## config.mk

```make
export PLATFORM = sky130hd
export DESIGN_NAME = tmd_top
export DESIGN_NICKNAME = d
export VERILOG_FILES = /design/src/tmd_pkg.sv /design/src/tmd_reg_if.sv /design/src/tmd_regs.sv /design/src/tmd_top.sv
export VERILOG_INCLUDE_DIRS = /design/src
export SDC_FILE = /design/constraint.sdc
export NUM_CORES = 1
export LEC_CHECK = 0
export BUFFER_PORTS_ARGS = -buffer_cell sky130_fd_sc_hd__buf_2
export CORE_ASPECT_RATIO = 1.2
export CORE_UTILIZATION = 41
export DETAILED_ROUTE_END_ITERATION = 6
export PLACE_DENSITY = 0.62
export SETUP_SLACK_MARGIN = 0.5
export SLEW_MARGIN = 30
export SYNTH_ARGS = -nofsm -noshare
export SYNTH_HDL_FRONTEND = slang
export SYNTH_SLANG_ARGS = --single-unit
```

## constraint.sdc

```tcl
create_clock -name mclk -period 1.9 [get_ports mclk]
set_input_delay 0.285 -clock mclk [delete_from_list [all_inputs] [get_ports mclk]]
set_output_delay 0.285 -clock mclk [all_outputs]
set_load 0.01 [all_outputs]
```

## src/tmd_map.svh

```systemverilog
// Constants for the divider program-enable bank and its test-mode control.
// Assumes inclusion by bare name from the package, the top module and the bench.
`ifndef TMD_MAP_SVH
`define TMD_MAP_SVH

// -----------------------------------------------------------------------------
// Register map
// -----------------------------------------------------------------------------
`define TMD_RSVD_FIRST 8'h10
`define TMD_RSVD_LAST 8'h28
`define TMD_REG_PROG_EN 8'h29
`define TMD_PROG_EN_RESET 8'h00
`define TMD_BIT_CPU_EN 1
`define TMD_BIT_PANEL_EN 0
`define TMD_RSVD_BITS 6'h00
`define TMD_READ_ZERO 8'h00

// -----------------------------------------------------------------------------
// Serial bus and timing
// -----------------------------------------------------------------------------
// Arbitrary slave address, not tied to any real part.
`define TMD_DEV_ADDR 7'h2a
`define TMD_BITS_PER_BYTE 4'h8
`define TMD_LAST_TX_BIT 4'h7
`define TMD_SETTLE_CYC 2'h2

`endif

```

## src/tmd_pkg.sv

```systemverilog
// Types shared by the divider program-enable bank.
// Assumes tmd_map.svh sits in the same folder.
`include "tmd_map.svh"

package tmd_pkg;
	typedef enum logic [2:0] {
		TMD_ST_IDLE,
		TMD_ST_ADDR,
		TMD_ST_CMD,
		TMD_ST_WDATA,
		TMD_ST_ACK,
		TMD_ST_TX,
		TMD_ST_RACK
	} tmd_state_t;
endpackage : tmd_pkg

```

## src/tmd_reg_if.sv

```systemverilog
// Register access carrier between the serial engine and the register bank.
// Assumes both ends run on the same clock.
`timescale 1ns/1ps
`default_nettype none

interface tmd_reg_if;
	logic [7:0] addr;
	logic [7:0] wdata;
	logic we;
	logic [7:0] rdata;
	logic cpu_en;
	logic panel_en;

	modport engine (output addr, output wdata, output we, input rdata, input cpu_en, input panel_en);
	modport bank (input addr, input wdata, input we, output rdata, output cpu_en, output panel_en);
endinterface : tmd_reg_if

`default_nettype wire

```

## src/tmd_regs.sv

```systemverilog
// Register bank holding the two feedback-divider program-enable bits.
// Assumes one-cycle write strobes from the serial engine on the same clock.
`timescale 1ns/1ps
`default_nettype none

module tmd_regs import tmd_pkg::*; (
	// Clock and reset
	input wire logic mclk,
	input wire logic rst,
	// Register access
	tmd_reg_if.bank rif
);
	logic cpu_en;
	logic panel_en;
	// A literal cannot be bit-selected, so the reset byte is held as a constant first.
	localparam logic [7:0] PROG_EN_RESET = `TMD_PROG_EN_RESET;

	// -------------------------------------------------------------------------
	// Storage
	// -------------------------------------------------------------------------
	// Any write outside the enable byte, and any reserved bit, is dropped.
	always_ff @(posedge mclk or posedge rst) begin
		if (rst) begin
			cpu_en <= PROG_EN_RESET[`TMD_BIT_CPU_EN];
			panel_en <= PROG_EN_RESET[`TMD_BIT_PANEL_EN];
		end else if (rif.we && rif.addr == `TMD_REG_PROG_EN) begin
			cpu_en <= rif.wdata[`TMD_BIT_CPU_EN];
			panel_en <= rif.wdata[`TMD_BIT_PANEL_EN];
		end
	end

	// -------------------------------------------------------------------------
	// Readback
	// -------------------------------------------------------------------------
	always_comb begin
		if (rif.addr == `TMD_REG_PROG_EN) begin
			rif.rdata = {`TMD_RSVD_BITS, cpu_en, panel_en};
		end else begin
			rif.rdata = `TMD_READ_ZERO;
		end
	end

	assign rif.cpu_en = cpu_en;
	assign rif.panel_en = panel_en;
endmodule : tmd_regs

`default_nettype wire

```

## src/tmd_top.sv

```systemverilog
// Serial-bus register slave plus hardware test-mode control for a clock generator.
// Assumes rst is held from power-up; only a new rst leaves test mode.
`timescale 1ns/1ps
`default_nettype none
`include "tmd_map.svh"

// How it works
// - Bytes 0x10 to 0x28 are reserved and control nothing.
// - Bit 1 of byte 0x29 enables processor divider programming, reset zero.
// - Bit 0 of byte 0x29 enables panel divider programming, reset zero.
// - Test mode entered only when test-select is high at power-up; else outputs normal.
// - Test mode, once entered, holds until power is cycled.
// - In test mode, mode pin low floats outputs; high drives reference over divider.
// - The test-mode pin is followed in real time, never latched.
module tmd_top import tmd_pkg::*; #(
	parameter logic [6:0] DEV_ADDR = `TMD_DEV_ADDR
) (
	// Clock and reset
	input wire logic mclk,
	input wire logic rst,
	// Serial management bus pins
	input wire logic smb_clk,
	input wire logic smb_data_in,
	output logic smb_data_out,
	output logic smb_data_oe,
	// Test pins
	input wire logic test_select_pin,
	input wire logic test_mode_pin,
	// Divider programming enables
	output logic cpu_divider_program_enable,
	output logic panel_divider_program_enable,
	// Clock output control
	output logic clk_out_enable,
	output logic clk_out_ref_div_sel,
	output logic test_mode_active
);
	tmd_reg_if rif();

	tmd_regs u_regs (
		.mclk(mclk),
		.rst(rst),
		.rif(rif)
	);

	// -------------------------------------------------------------------------
	// Pin synchronisers
	// -------------------------------------------------------------------------
	logic scl_meta, scl_s, scl_d;
	logic sda_meta, sda_s, sda_d;
	logic tsel_meta, tsel_s;
	logic tmode_meta, tmode_s;

	always_ff @(posedge mclk or posedge rst) begin
		if (rst) begin
			scl_meta <= 1'b1;
			scl_s <= 1'b1;
			scl_d <= 1'b1;
			sda_meta <= 1'b1;
			sda_s <= 1'b1;
			sda_d <= 1'b1;
		end else begin
			scl_meta <= smb_clk;
			scl_s <= scl_meta;
			scl_d <= scl_s;
			sda_meta <= smb_data_in;
			sda_s <= sda_meta;
			sda_d <= sda_s;
		end
	end

	always_ff @(posedge mclk or posedge rst) begin
		if (rst) begin
			tsel_meta <= 1'b0;
			tsel_s <= 1'b0;
			tmode_meta <= 1'b0;
			tmode_s <= 1'b0;
		end else begin
			tsel_meta <= test_select_pin;
			tsel_s <= tsel_meta;
			tmode_meta <= test_mode_pin;
			tmode_s <= tmode_meta;
		end
	end

	// -------------------------------------------------------------------------
	// Test mode
	// -------------------------------------------------------------------------
	// The select pin is caught once, after the synchroniser has filled with
	// post-reset samples, so a stale reset value is never mistaken for a strap.
	logic [1:0] settle_cnt;
	logic strap_done;
	logic test_latched;

	always_ff @(posedge mclk or posedge rst) begin
		if (rst) begin
			settle_cnt <= 2'h0;
			strap_done <= 1'b0;
			test_latched <= 1'b0;
		end else if (!strap_done) begin
			if (settle_cnt == `TMD_SETTLE_CYC) begin
				strap_done <= 1'b1;
				test_latched <= tsel_s;
			end else begin
				settle_cnt <= settle_cnt + 2'h1;
			end
		end
	end
	// Nothing but rst touches test_latched after capture.

	always_ff @(posedge mclk or posedge rst) begin
		if (rst) begin
			clk_out_enable <= 1'b1;
			clk_out_ref_div_sel <= 1'b0;
		end else if (!test_latched) begin
			clk_out_enable <= 1'b1;
			clk_out_ref_div_sel <= 1'b0;
		end else begin
			clk_out_enable <= tmode_s;
			clk_out_ref_div_sel <= tmode_s;
		end
	end

	assign test_mode_active = test_latched;

	// -------------------------------------------------------------------------
	// Serial slave
	// -------------------------------------------------------------------------
	tmd_state_t state;
	tmd_state_t after_ack;
	logic [3:0] bit_cnt;
	logic [7:0] shreg;
	logic [7:0] txreg;
	logic [7:0] ptr;
	logic [7:0] wr_addr;
	logic [7:0] wr_data;
	logic wr_stb;
	logic host_ack;
	logic start_det, stop_det, scl_rise, scl_fall;

	assign start_det = scl_s && scl_d && sda_d && !sda_s;
	assign stop_det = scl_s && scl_d && !sda_d && sda_s;
	assign scl_rise = scl_s && !scl_d;
	assign scl_fall = !scl_s && scl_d;

	always_ff @(posedge mclk or posedge rst) begin
		if (rst) begin
			state <= TMD_ST_IDLE;
			after_ack <= TMD_ST_IDLE;
			bit_cnt <= 4'h0;
			shreg <= 8'h00;
			txreg <= 8'h00;
			ptr <= 8'h00;
			wr_addr <= 8'h00;
			wr_data <= 8'h00;
			wr_stb <= 1'b0;
			host_ack <= 1'b0;
			smb_data_oe <= 1'b0;
		end else begin
			wr_stb <= 1'b0;
			if (start_det) begin
				state <= TMD_ST_ADDR;
				bit_cnt <= 4'h0;
				smb_data_oe <= 1'b0;
			end else if (stop_det) begin
				state <= TMD_ST_IDLE;
				smb_data_oe <= 1'b0;
			end else if (scl_rise) begin
				case (state)
					TMD_ST_ADDR, TMD_ST_CMD, TMD_ST_WDATA: begin
						shreg <= {shreg[6:0], sda_s};
						bit_cnt <= bit_cnt + 4'h1;
					end
					TMD_ST_RACK: begin
						host_ack <= !sda_s;
					end
					default: begin
					end
				endcase
			end else if (scl_fall) begin
				case (state)
					TMD_ST_ADDR: begin
						if (bit_cnt == `TMD_BITS_PER_BYTE) begin
							if (shreg[7:1] == DEV_ADDR) begin
								smb_data_oe <= 1'b1;
								after_ack <= shreg[0] ? TMD_ST_TX : TMD_ST_CMD;
								state <= TMD_ST_ACK;
							end else begin
								state <= TMD_ST_IDLE;
							end
						end
					end
					TMD_ST_CMD: begin
						if (bit_cnt == `TMD_BITS_PER_BYTE) begin
							ptr <= shreg;
							smb_data_oe <= 1'b1;
							after_ack <= TMD_ST_WDATA;
							state <= TMD_ST_ACK;
						end
					end
					TMD_ST_WDATA: begin
						if (bit_cnt == `TMD_BITS_PER_BYTE) begin
							wr_addr <= ptr;
							wr_data <= shreg;
							wr_stb <= 1'b1;
							ptr <= ptr + 8'h01;
							smb_data_oe <= 1'b1;
							after_ack <= TMD_ST_WDATA;
							state <= TMD_ST_ACK;
						end
					end
					TMD_ST_ACK: begin
						bit_cnt <= 4'h0;
						state <= after_ack;
						if (after_ack == TMD_ST_TX) begin
							txreg <= rif.rdata;
							smb_data_oe <= !rif.rdata[7];
							ptr <= ptr + 8'h01;
						end else begin
							smb_data_oe <= 1'b0;
						end
					end
					TMD_ST_TX: begin
						if (bit_cnt == `TMD_LAST_TX_BIT) begin
							smb_data_oe <= 1'b0;
							state <= TMD_ST_RACK;
						end else begin
							smb_data_oe <= !txreg[6];
							txreg <= {txreg[6:0], 1'b0};
							bit_cnt <= bit_cnt + 4'h1;
						end
					end
					TMD_ST_RACK: begin
						bit_cnt <= 4'h0;
						if (host_ack) begin
							txreg <= rif.rdata;
							smb_data_oe <= !rif.rdata[7];
							ptr <= ptr + 8'h01;
							state <= TMD_ST_TX;
						end else begin
							state <= TMD_ST_IDLE;
						end
					end
					default: begin
					end
				endcase
			end
		end
	end

	// Open-drain data: only ever pulls low.
	assign smb_data_out = 1'b0;

	// -------------------------------------------------------------------------
	// Register bank hookup
	// -------------------------------------------------------------------------
	assign rif.addr = wr_stb ? wr_addr : ptr;
	assign rif.wdata = wr_data;
	assign rif.we = wr_stb;
	assign cpu_divider_program_enable = rif.cpu_en;
	assign panel_divider_program_enable = rif.panel_en;
endmodule : tmd_top

`default_nettype wire

```

==> results of run 1 <==
[worst max-delay path, stage by stage (launching register included)]
cell       delay, ns
dfrtp_1         0.40
ha_2            0.19
nand3b_1        0.15
o2111ai_4       0.13
a221o_1         0.41
or4_1           0.42
nand2_1         0.07
[state kept, by name (all words and copies together) (netlist names), 2 cells and up]
register,count
bit_cnt,4
txreg,7
wr_addr,8
shreg,8
rif.wdata,2
ptr,8
after_ack,3
settle_cnt,2
state,3
[metrics by stage]
stage / power (mW) / setup WS [ns]
finish: 3.51 / 0.0723
global route: 3.69 / -0.0188
global placement: 2.12 / 0.0427
detailed placement: 2.14 / 0.0210
floorplan: 1.99 / 0.0463
CTS: 3.51 / 0.0771
[cell families after synthesis]
kind of cell | Yosys count | synth area share [%]
muxes | 24 | 8.97
other | 1 | 0.126
AOI/OAI and AO/OA | 61 | 13.8
xor gates and xnor gates | 2 | 0.587
DFF | 64 | 53.9
buffers and inverters | 18 | 2.60
and+or+nand+nor | 99 | 18.3
adders and majority gates | 4 | 1.68
[report_power, final]
| group | total, mW | switching (mW) | internal (mW) |
|---|---|---|---|
| combinational | 0.558 | 0.266 | 0.292 |
| clock | 1.28 | 0.504 | 0.771 |
| sequential | 1.68 | 0.172 | 1.51 |
| total | 3.51 | 0.942 | 2.57 |
[worst max path at each step]
stage               startpoint    endpoint
global placement    bit_cnt[0]  bit_cnt[2]
CTS                 bit_cnt[1]  bit_cnt[3]
global route        bit_cnt[1]  bit_cnt[3]
floorplan           bit_cnt[0]  bit_cnt[3]
detailed placement  bit_cnt[1]  bit_cnt[2]
finish              bit_cnt[1]  bit_cnt[3]
[cells in the final DEF, fill, tap and decap left out, types with 3 or more instances in the layout]
master    instances
buf_2            11
inv_1             8
mux2_4           15
nor2_4            5
nor2b_1           3
nand3_1          11
clkbuf_8         10
nor3b_1           4
buf_12            3
nor2_1           11
nand3b_1          5
o21ai_2           4
mux2_2            7
o21ai_0          15
and3_1            4
a21oi_1           7
dfrtp_1          54
dfstp_2           7
buf_4            26
dfrtp_2           3
nand2b_1          3
o21ai_1           5
nand2_1          18
nand3_2           9
buf_6            12
[metal layers]
layer	part of all wire, %	routed length (um)
met5	0	0
met4	2.0	134
met1	43	2930
met3	3.0	202
met2	52	3520
[final cells by class]
cell class / instances / area [sq um] / area share (%)
clock buffers: 12 / 145 / 3.55
clock inverters: 4 / 70.1 / 1.71
inverters: 10 / 43.8 / 1.07
multi-input cells: 191 / 1670 / 40.7
flip-flops and latches: 64 / 1610 / 39.4
well taps: 87 / 109 / 2.66
repair buffers: 52 / 445 / 10.9
[repair_timing]
action / CTS / global route
buffers inserted: 19 / 6
pin swaps: 24 / 13
resized for setup: 62 / 29
cloned: 1 / 0
endpoints found under the setup margin: 45 / 47
hold endpoints to repair: 0 / 0
==> metrics, run 1 <==
status=finished clean; Antenna Nets Post-Route=0; placed instance count=roughly 380; final hold vios=0; Antenna Cells=0; total of warnings raised by yosys=0; Pre-Repair DR Iteration Count=4; share of layout cells above drive strength 1=46.8%; Critical Path Sink Type=flip-flop; final design utilization=around three fifths; origin of the critical flop-to-flop path=bit_cnt[1]; top-area cell type share of the netlist area=a little under half; CTS buffer count=9; setup TNS=0 ns; post-route clock period utilization=between 90% and 100%; GR Util met3=between 3 and 4%; die extent in x=between 70 and 80 um; Tmin final=about 1.8 ns; Pleak=~1.8 nW; Finished Cell Area=4090 sq um; hold_ws=roughly 0.0063 ns; Hold Buf Count CTS=0; synth top area cells=dfrtp_1, mux2_2, dfstp_2; Post-Route WL=slightly below 7000 um; busiest grt layer=met2; Worst EP arrival=between 2 and 2.5 ns; GPL Wtd Cong=around 0.84; Seq/Total Area, Yosys=a little over half; largest net degree at the start of global routing=65; die area=approximately 7600 sq um; worst skew pair latency=~0.34 ns; H-tree lvl count=3; Initial DRC Count=100; Cell Rows=33; Die Span Y=around 95 um; Port Buffer Count=11; vias in the first global route=2,346; total track usage=a little under a fifth; Mapped Cells=approximately 270; initial antenna violation count=0; Setup Crit Path Kind=flip-flop to flip-flop; synthesized area per cell=between 10 and 15 sq um; FF-to-FF setup slack=~0.072 ns; total number of vias=2,317; Synth cell types=54; achievable clock frequency=~550 MHz; most common cell in the netlist=dfrtp_1; clock skew=between 0.008 and 0.009 ns; fill count=roughly 560; CTS tree=built; final routed DRC violation total=0; crit start category=flip-flop; GR Layer Usage met1=~22%; Mapped Area=between 2000 and 3000 sq um; final std cells w/o fill=420; Placed Instance Area=3280 sq um; syn nets=283; Max FO, Critical Path=5; first-pass GRT wire length=approximately 11,000 um; Max VDD drop=between 0.7 and 0.8 mV; dpl hpwl=4120 um; asr flop ratio synth=between 90% and 100%; met2 GRT Util=33.1%; FF-to-FF End=bit_cnt[3]; clk buf depth=2; Synth top cells by count=dfrtp_1, o21ai_0, mux2_2; RSZ-0062 raised after global routing=true; total clock sinks=between 60 and 70; EDFF count, synth=0; initial core utilization=between 40% and 50%; number of nets at the end of the flow=about 340; Core ar.=around 6900 sq um; pwr dens=approximately 860 nW/um^2; WL/cell=around 16 um; MaxCap Viol Count=0; cell taking the most area after synthesis=dfrtp_1; worst path required time=around 2.2 ns; max-slew violation count=0; Synth Register Bits=64; root buffer cell=clkbuf_8; R2R depth=6; grt total ovfl=0; via/cell ratio=about 5.5; area grow syn2layout=37.1%; worst min-delay path category=input port to async pin; Setup-failing EPs final=0; Clock transition at path regs=0.07 ns; ys flop type=dfrtp_1; I/O pin total=13
Note: power is estimated with default switching activity, not from simulation.
==> run 2: changes to the inputs <==
CORE_MARGIN = 5   (was not set)
CORE_UTILIZATION = 55   (was 41)
PLACE_DENSITY = 0.78   (was 0.62)
==> run 2 against run 1 <==
Against the previous run:
- critical path depth shrank 1
- cell count shrank 6.4%
- worst setup slack gained 0.036 ns
- core utilization grew 14 points
- sequential power is essentially flat
- sequential cell count is the same
- non-clock buffer count shrank 2
- cell area shrank 5.3%
- die area shrank 8.1%
- count of clock-buffer cells in the layout shrank 2
==> metrics, run 2 (synthesis results as in run 1) <==
max-slew violation count=0; Core ar.=between 5000 and 6000 sq um; Pre-Repair DR Iteration Count=4; vias in the first global route=approximately 2,300; Worst EP arrival=around 2.1 ns; grt total ovfl=0; H-tree lvl count=3; Max VDD drop=about 0.64 mV; I/O pin total=13; CP Cell Sequence=and2b_4 > o2111ai_4 > a221o_1 > or4_1 > nand2_1; final routed DRC violation total=0; MaxCap Viol Count=0; Initial DRC Count=95; clk buf depth=2; achievable clock frequency=roughly 560 MHz; Slew @ Worst Pin=~0.50 ns; Setup-failing EPs final=0; Cell Rows=29; CP Buf/Inv Count=0; Antenna Cells=0; most frequent cells in the layout=dfrtp_1, buf_4, nand3_1, nand2_1, o21ai_0; CTS buffer count=9; total clock sinks=64; setup TNS=0 ns; CTS tree=built; initial core utilization=56.4%; number of nets at the end of the flow=roughly 340; final std cells w/o fill=approximately 390; clock skew=roughly 0.010 ns; worst skew pair latency=~0.35 ns; WL/cell=between 15 and 20 um; placed instance count=about 350; CP delay by family, top=simple AND/OR/NAND/NOR gates; status=finished clean; pwr dens=~860 nW/um^2; die extent in x=77.3 um; Tmin final=about 1.8 ns; first-pass GRT wire length=10,400 um; dpl hpwl=4020 um; crit-path max cell delay=between 0.5 and 0.6 ns; worst path required time=around 2.2 ns; crit start category=flip-flop; final hold vios=0; Clock transition at path regs=0.07 ns; fin worst setup slack=roughly 0.11 ns; share of layout cells above drive strength 1=between 40% and 50%; Critical Path Sink Type=flip-flop; via/cell ratio=approximately 6; largest net degree at the start of global routing=44; area grow syn2layout=29.8%; CP max stage cell=dfstp_2; Post-Route WL=6790 um; post-route clock period utilization=between 90% and 100%; total number of vias=between 2,000 and 2,500; Slew Limit Headroom=about two thirds; worst min-delay path category=input port to flip-flop; Tot Pwr=roughly 3.3 mW; pre-CTS setup slack=0.0546 ns; Max FO, Critical Path=6; Pleak=about 1.8 nW; root buffer cell=clkbuf_8; RSZ-0062 raised after global routing=true; final design utilization=about three quarters; Setup Crit Path Kind=flip-flop to flip-flop; Die Span Y=just over 90 um; initial antenna violation count=0; biggest regs=ptr: 8 flops, shreg: 8 flops, wr_addr: 8 flops; die area=~7000 sq um; total track usage=18.6%; most common library cell in the layout ignoring fill and taps=dfrtp_1; GPL Wtd Cong=~0.85; Port Buffer Count=11; Antenna Nets Post-Route=0
run 2: timing repair:
action,4_1_cts,5_1_grt
hold buffers,1,0
setup buffers,14,8
setup endpoints to repair,45,46
gates resized for setup,33,35
endpoints found under the hold margin,15,0
pin swaps,13,6
gates cloned,1,1
run 2: final timing paths:
| kind | startpoint | to | slack [ns] | cells past startpoint |
|---|---|---|---|---|
| setup reg to reg | scl_d | bit_cnt[3] | 0.11 | 5 |
| min in group asynchronous | rst | after_ack[1] | 0.52 | 3 |
| hold reg to reg | tmode_meta | tmode_s | 0.35 | 0 |
| setup / recovery | scl_d | bit_cnt[3] | 0.11 | 5 |
| max in group asynchronous | rst | clk_out_enable | 0.76 | 4 |
| hold / removal | smb_data_in | sda_meta | 0.04 | 1 |
run 2: through the flow:
stage	hold slack, ns	cell area [sq um]
detailed placement	0.336	3250
global placement	0.333	3250
finish	0.0367	3870
floorplan	0.289	3050
CTS	0.0189	3660
global route	0.0274	3870
run 2: where the power goes:
group / total (mW) / switching [mW] / internal, mW
logic: 0.552 / 0.253 / 0.299
registers: 1.67 / 0.157 / 1.51
clock network: 1.13 / 0.530 / 0.601
total: 3.35 / 0.940 / 2.41
run 2: final cells by class:
class	count	area, sq um
Timing Repair Buffer	50	414
Inverter	10	41.3
Tap cell	62	77.6
Clock inverter	6	61.3
Sequential cell	64	1610
Multi-Input combinational cell	191	1540
Fill cell	345	1420
Clock buffer	10	128
run 2: per-layer routing:
| metal | wire (um) | up-vias | share of wire, % | GRT usage (%) |
|---|---|---|---|---|
| met5 | 0 | - | 0 | 0 |
| met4 | 215 | 0 | 3.2 | 11.7 |
| met3 | 196 | 19 | 2.9 | 4.09 |
| met2 | 3580 | 41 | 53 | 30.0 |
| met1 | 2800 | 1147 | 41 | 22.1 |
| li1 | - | 1106 | - | - |
run 2: worst register-to-register path: cells and delay by family, from the launching register on:
family | cells | cell delay [ns]
AO/OA/AOI/OAI | 2 | 0.49
flip-flops | 1 | 0.55
AND/OR/NAND/NOR | 3 | 0.69
==> run 3: changes to the inputs <==
CORE_MARGIN = 10   (was 5)
CORE_UTILIZATION = 49   (was 55)
PLACE_DENSITY = 0.71   (was 0.78)
==> run 3 against run 2 <==
Against the previous run:
- clock skew up 0.0015 ns
- worst setup slack got worse by 0.045 ns
- sequential share of layout area fell by 1.7 points
- wire length rose by 5.6%
- die area up 37%
- cell count rose by 5.3%
- fmax fell by 2.5%
- sequential power about the same
- worst hold slack got worse by 0.0089 ns
- clock power is 30% higher
- global-route usage down 3.8 points
==> metrics, run 3 (synthesis results as in run 1) <==
total track usage=between 10 and 15%; area grow syn2layout=35.2%; total clock sinks=64; max-slew violation count=0; pwr dens=between 900 and 1000 nW/um^2; CP delay by family, top=simple AND/OR/NAND/NOR gates; share of layout cells above drive strength 1=between 40% and 50%; Slew Limit Headroom=between 60% and 70%; Post-Route WL=between 7000 and 8000 um; Die Span Y=about 110 um; RSZ-0062 raised after global routing=true; vias in the first global route=~2,400; MaxCap Viol Count=0; first-pass GRT wire length=between 10,000 and 15,000 um; achievable clock frequency=544 MHz; clock skew=about 0.012 ns; CP Buf/Inv Count=0; crit-path max cell delay=approximately 0.41 ns; Worst EP arrival=2.13 ns; Pre-Repair DR Iteration Count=4; grt total ovfl=0; Max VDD drop=~1 mV; Max FO, Critical Path=4; biggest regs=ptr: 8 flops, shreg: 8 flops, wr_addr: 8 flops; root buffer cell=clkbuf_8; dpl hpwl=between 4000 and 5000 um; via/cell ratio=between 5 and 6; most frequent cells in the layout=dfrtp_1, buf_4, mux2_4; final hold vios=0; largest net degree at the start of global routing=32; crit start category=flip-flop; Initial DRC Count=129; Tot Pwr=between 3 and 4 mW; status=finished clean; worst skew pair latency=0.35 ns; GPL Wtd Cong=around 0.93; Setup-failing EPs final=0; post-route clock period utilization=a little under 100%; Core ar.=approximately 6000 sq um; FF-to-FF setup slack=between 0.06 and 0.07 ns; most common library cell in the layout ignoring fill and taps=dfrtp_1; fin worst setup slack=around 0.062 ns; clk buf depth=2; Tmin final=1.84 ns; Cell Rows=31; worst path required time=roughly 2.2 ns; die area=9630 sq um; I/O pin total=13; final routed DRC violation total=0; total number of vias=about 2,400; Port Buffer Count=11; Finished Cell Area=slightly above 4000 sq um; die extent in x=approximately 90 um; Setup Crit Path Kind=flip-flop to flip-flop; Critical Path Sink Type=flip-flop; CTS tree=built; Placed Instance Area=3290 sq um; H-tree lvl count=3; pre-CTS setup slack=0.0604 ns; CP max stage cell=dfrtp_1; Slew @ Worst Pin=a little over 0.5 ns; Antenna Nets Post-Route=0; worst min-delay path category=input port to flip-flop; Pleak=around 1.8 nW; initial antenna violation count=0; WL/cell=between 15 and 20 um; Antenna Cells=0; CP Cell Sequence=ha_2 > nand3b_1 > o2111ai_4 > a221o_1 > or4_1 > nand2_1; number of nets at the end of the flow=337; initial core utilization=50.0%; Clock transition at path regs=around 0.07 ns; CTS buffer count=9
run 3: where the power goes:
part | leakage, nW | internal, mW | switching [mW] | total (mW)
Clock | 0.125 | 0.887 | 0.581 | 1.47
Sequential | 0.826 | 1.51 | 0.167 | 1.67
Combinational | 0.870 | 0.345 | 0.288 | 0.634
run 3: worst paths after layout:
path / startpoint / endpoint / cells after the start
worst min register to register: tmode_meta / tmode_s / 0
min in group asynchronous: rst / txreg[4] / 3
worst max register to register: bit_cnt[0] / bit_cnt[3] / 6
worst max-delay path: bit_cnt[0] / bit_cnt[3] / 6
worst min-delay path: smb_clk / scl_meta / 1
max in group asynchronous: rst / scl_s / 4
run 3: stage by stage:
step | setup TNS [ns] | hold WS (ns) | std cells | utilization (%)
6_report | 0 | 0.0278 | 414 | 67.6
5_1_grt | -0.0198 | 0.0128 | 414 | 67.6
4_1_cts | 0 | 0.0186 | 410 | 64.7
3_5_place_dp | 0 | 0.334 | 374 | 55.0
3_3_place_gp | 0 | 0.325 | 374 | 55.0
2_1_floorplan | 0 | 0.289 | 273 | -
run 3: layout make-up:
| cell class | instances | area (sq um) |
|---|---|---|
| Fill cell | 420 | 1940 |
| Clock buffer | 9 | 124 |
| Clock inverter | 7 | 125 |
| Inverter | 10 | 43.8 |
| Timing Repair Buffer | 51 | 420 |
| Sequential cell | 64 | 1610 |
| Tap cell | 82 | 103 |
| Multi-Input combinational cell | 191 | 1610 |
run 3: metal layers:
layer / routed length (um) / vias up / track usage [%]
met5: 0 / - / 0
met4: 261 / 0 / 8.63
met3: 206 / 24 / 3.26
met2: 3850 / 50 / 26.4
met1: 2850 / 1181 / 15.4
li1: - / 1101 / -
run 3: repair_timing:
action	in CTS	in global routing
hold buffers	1	0
endpoints found under the setup margin	45	48
setup buffers	18	4
pin swaps	21	9
cloned	1	0
resized for setup	52	34
hold endpoints to repair	18	0
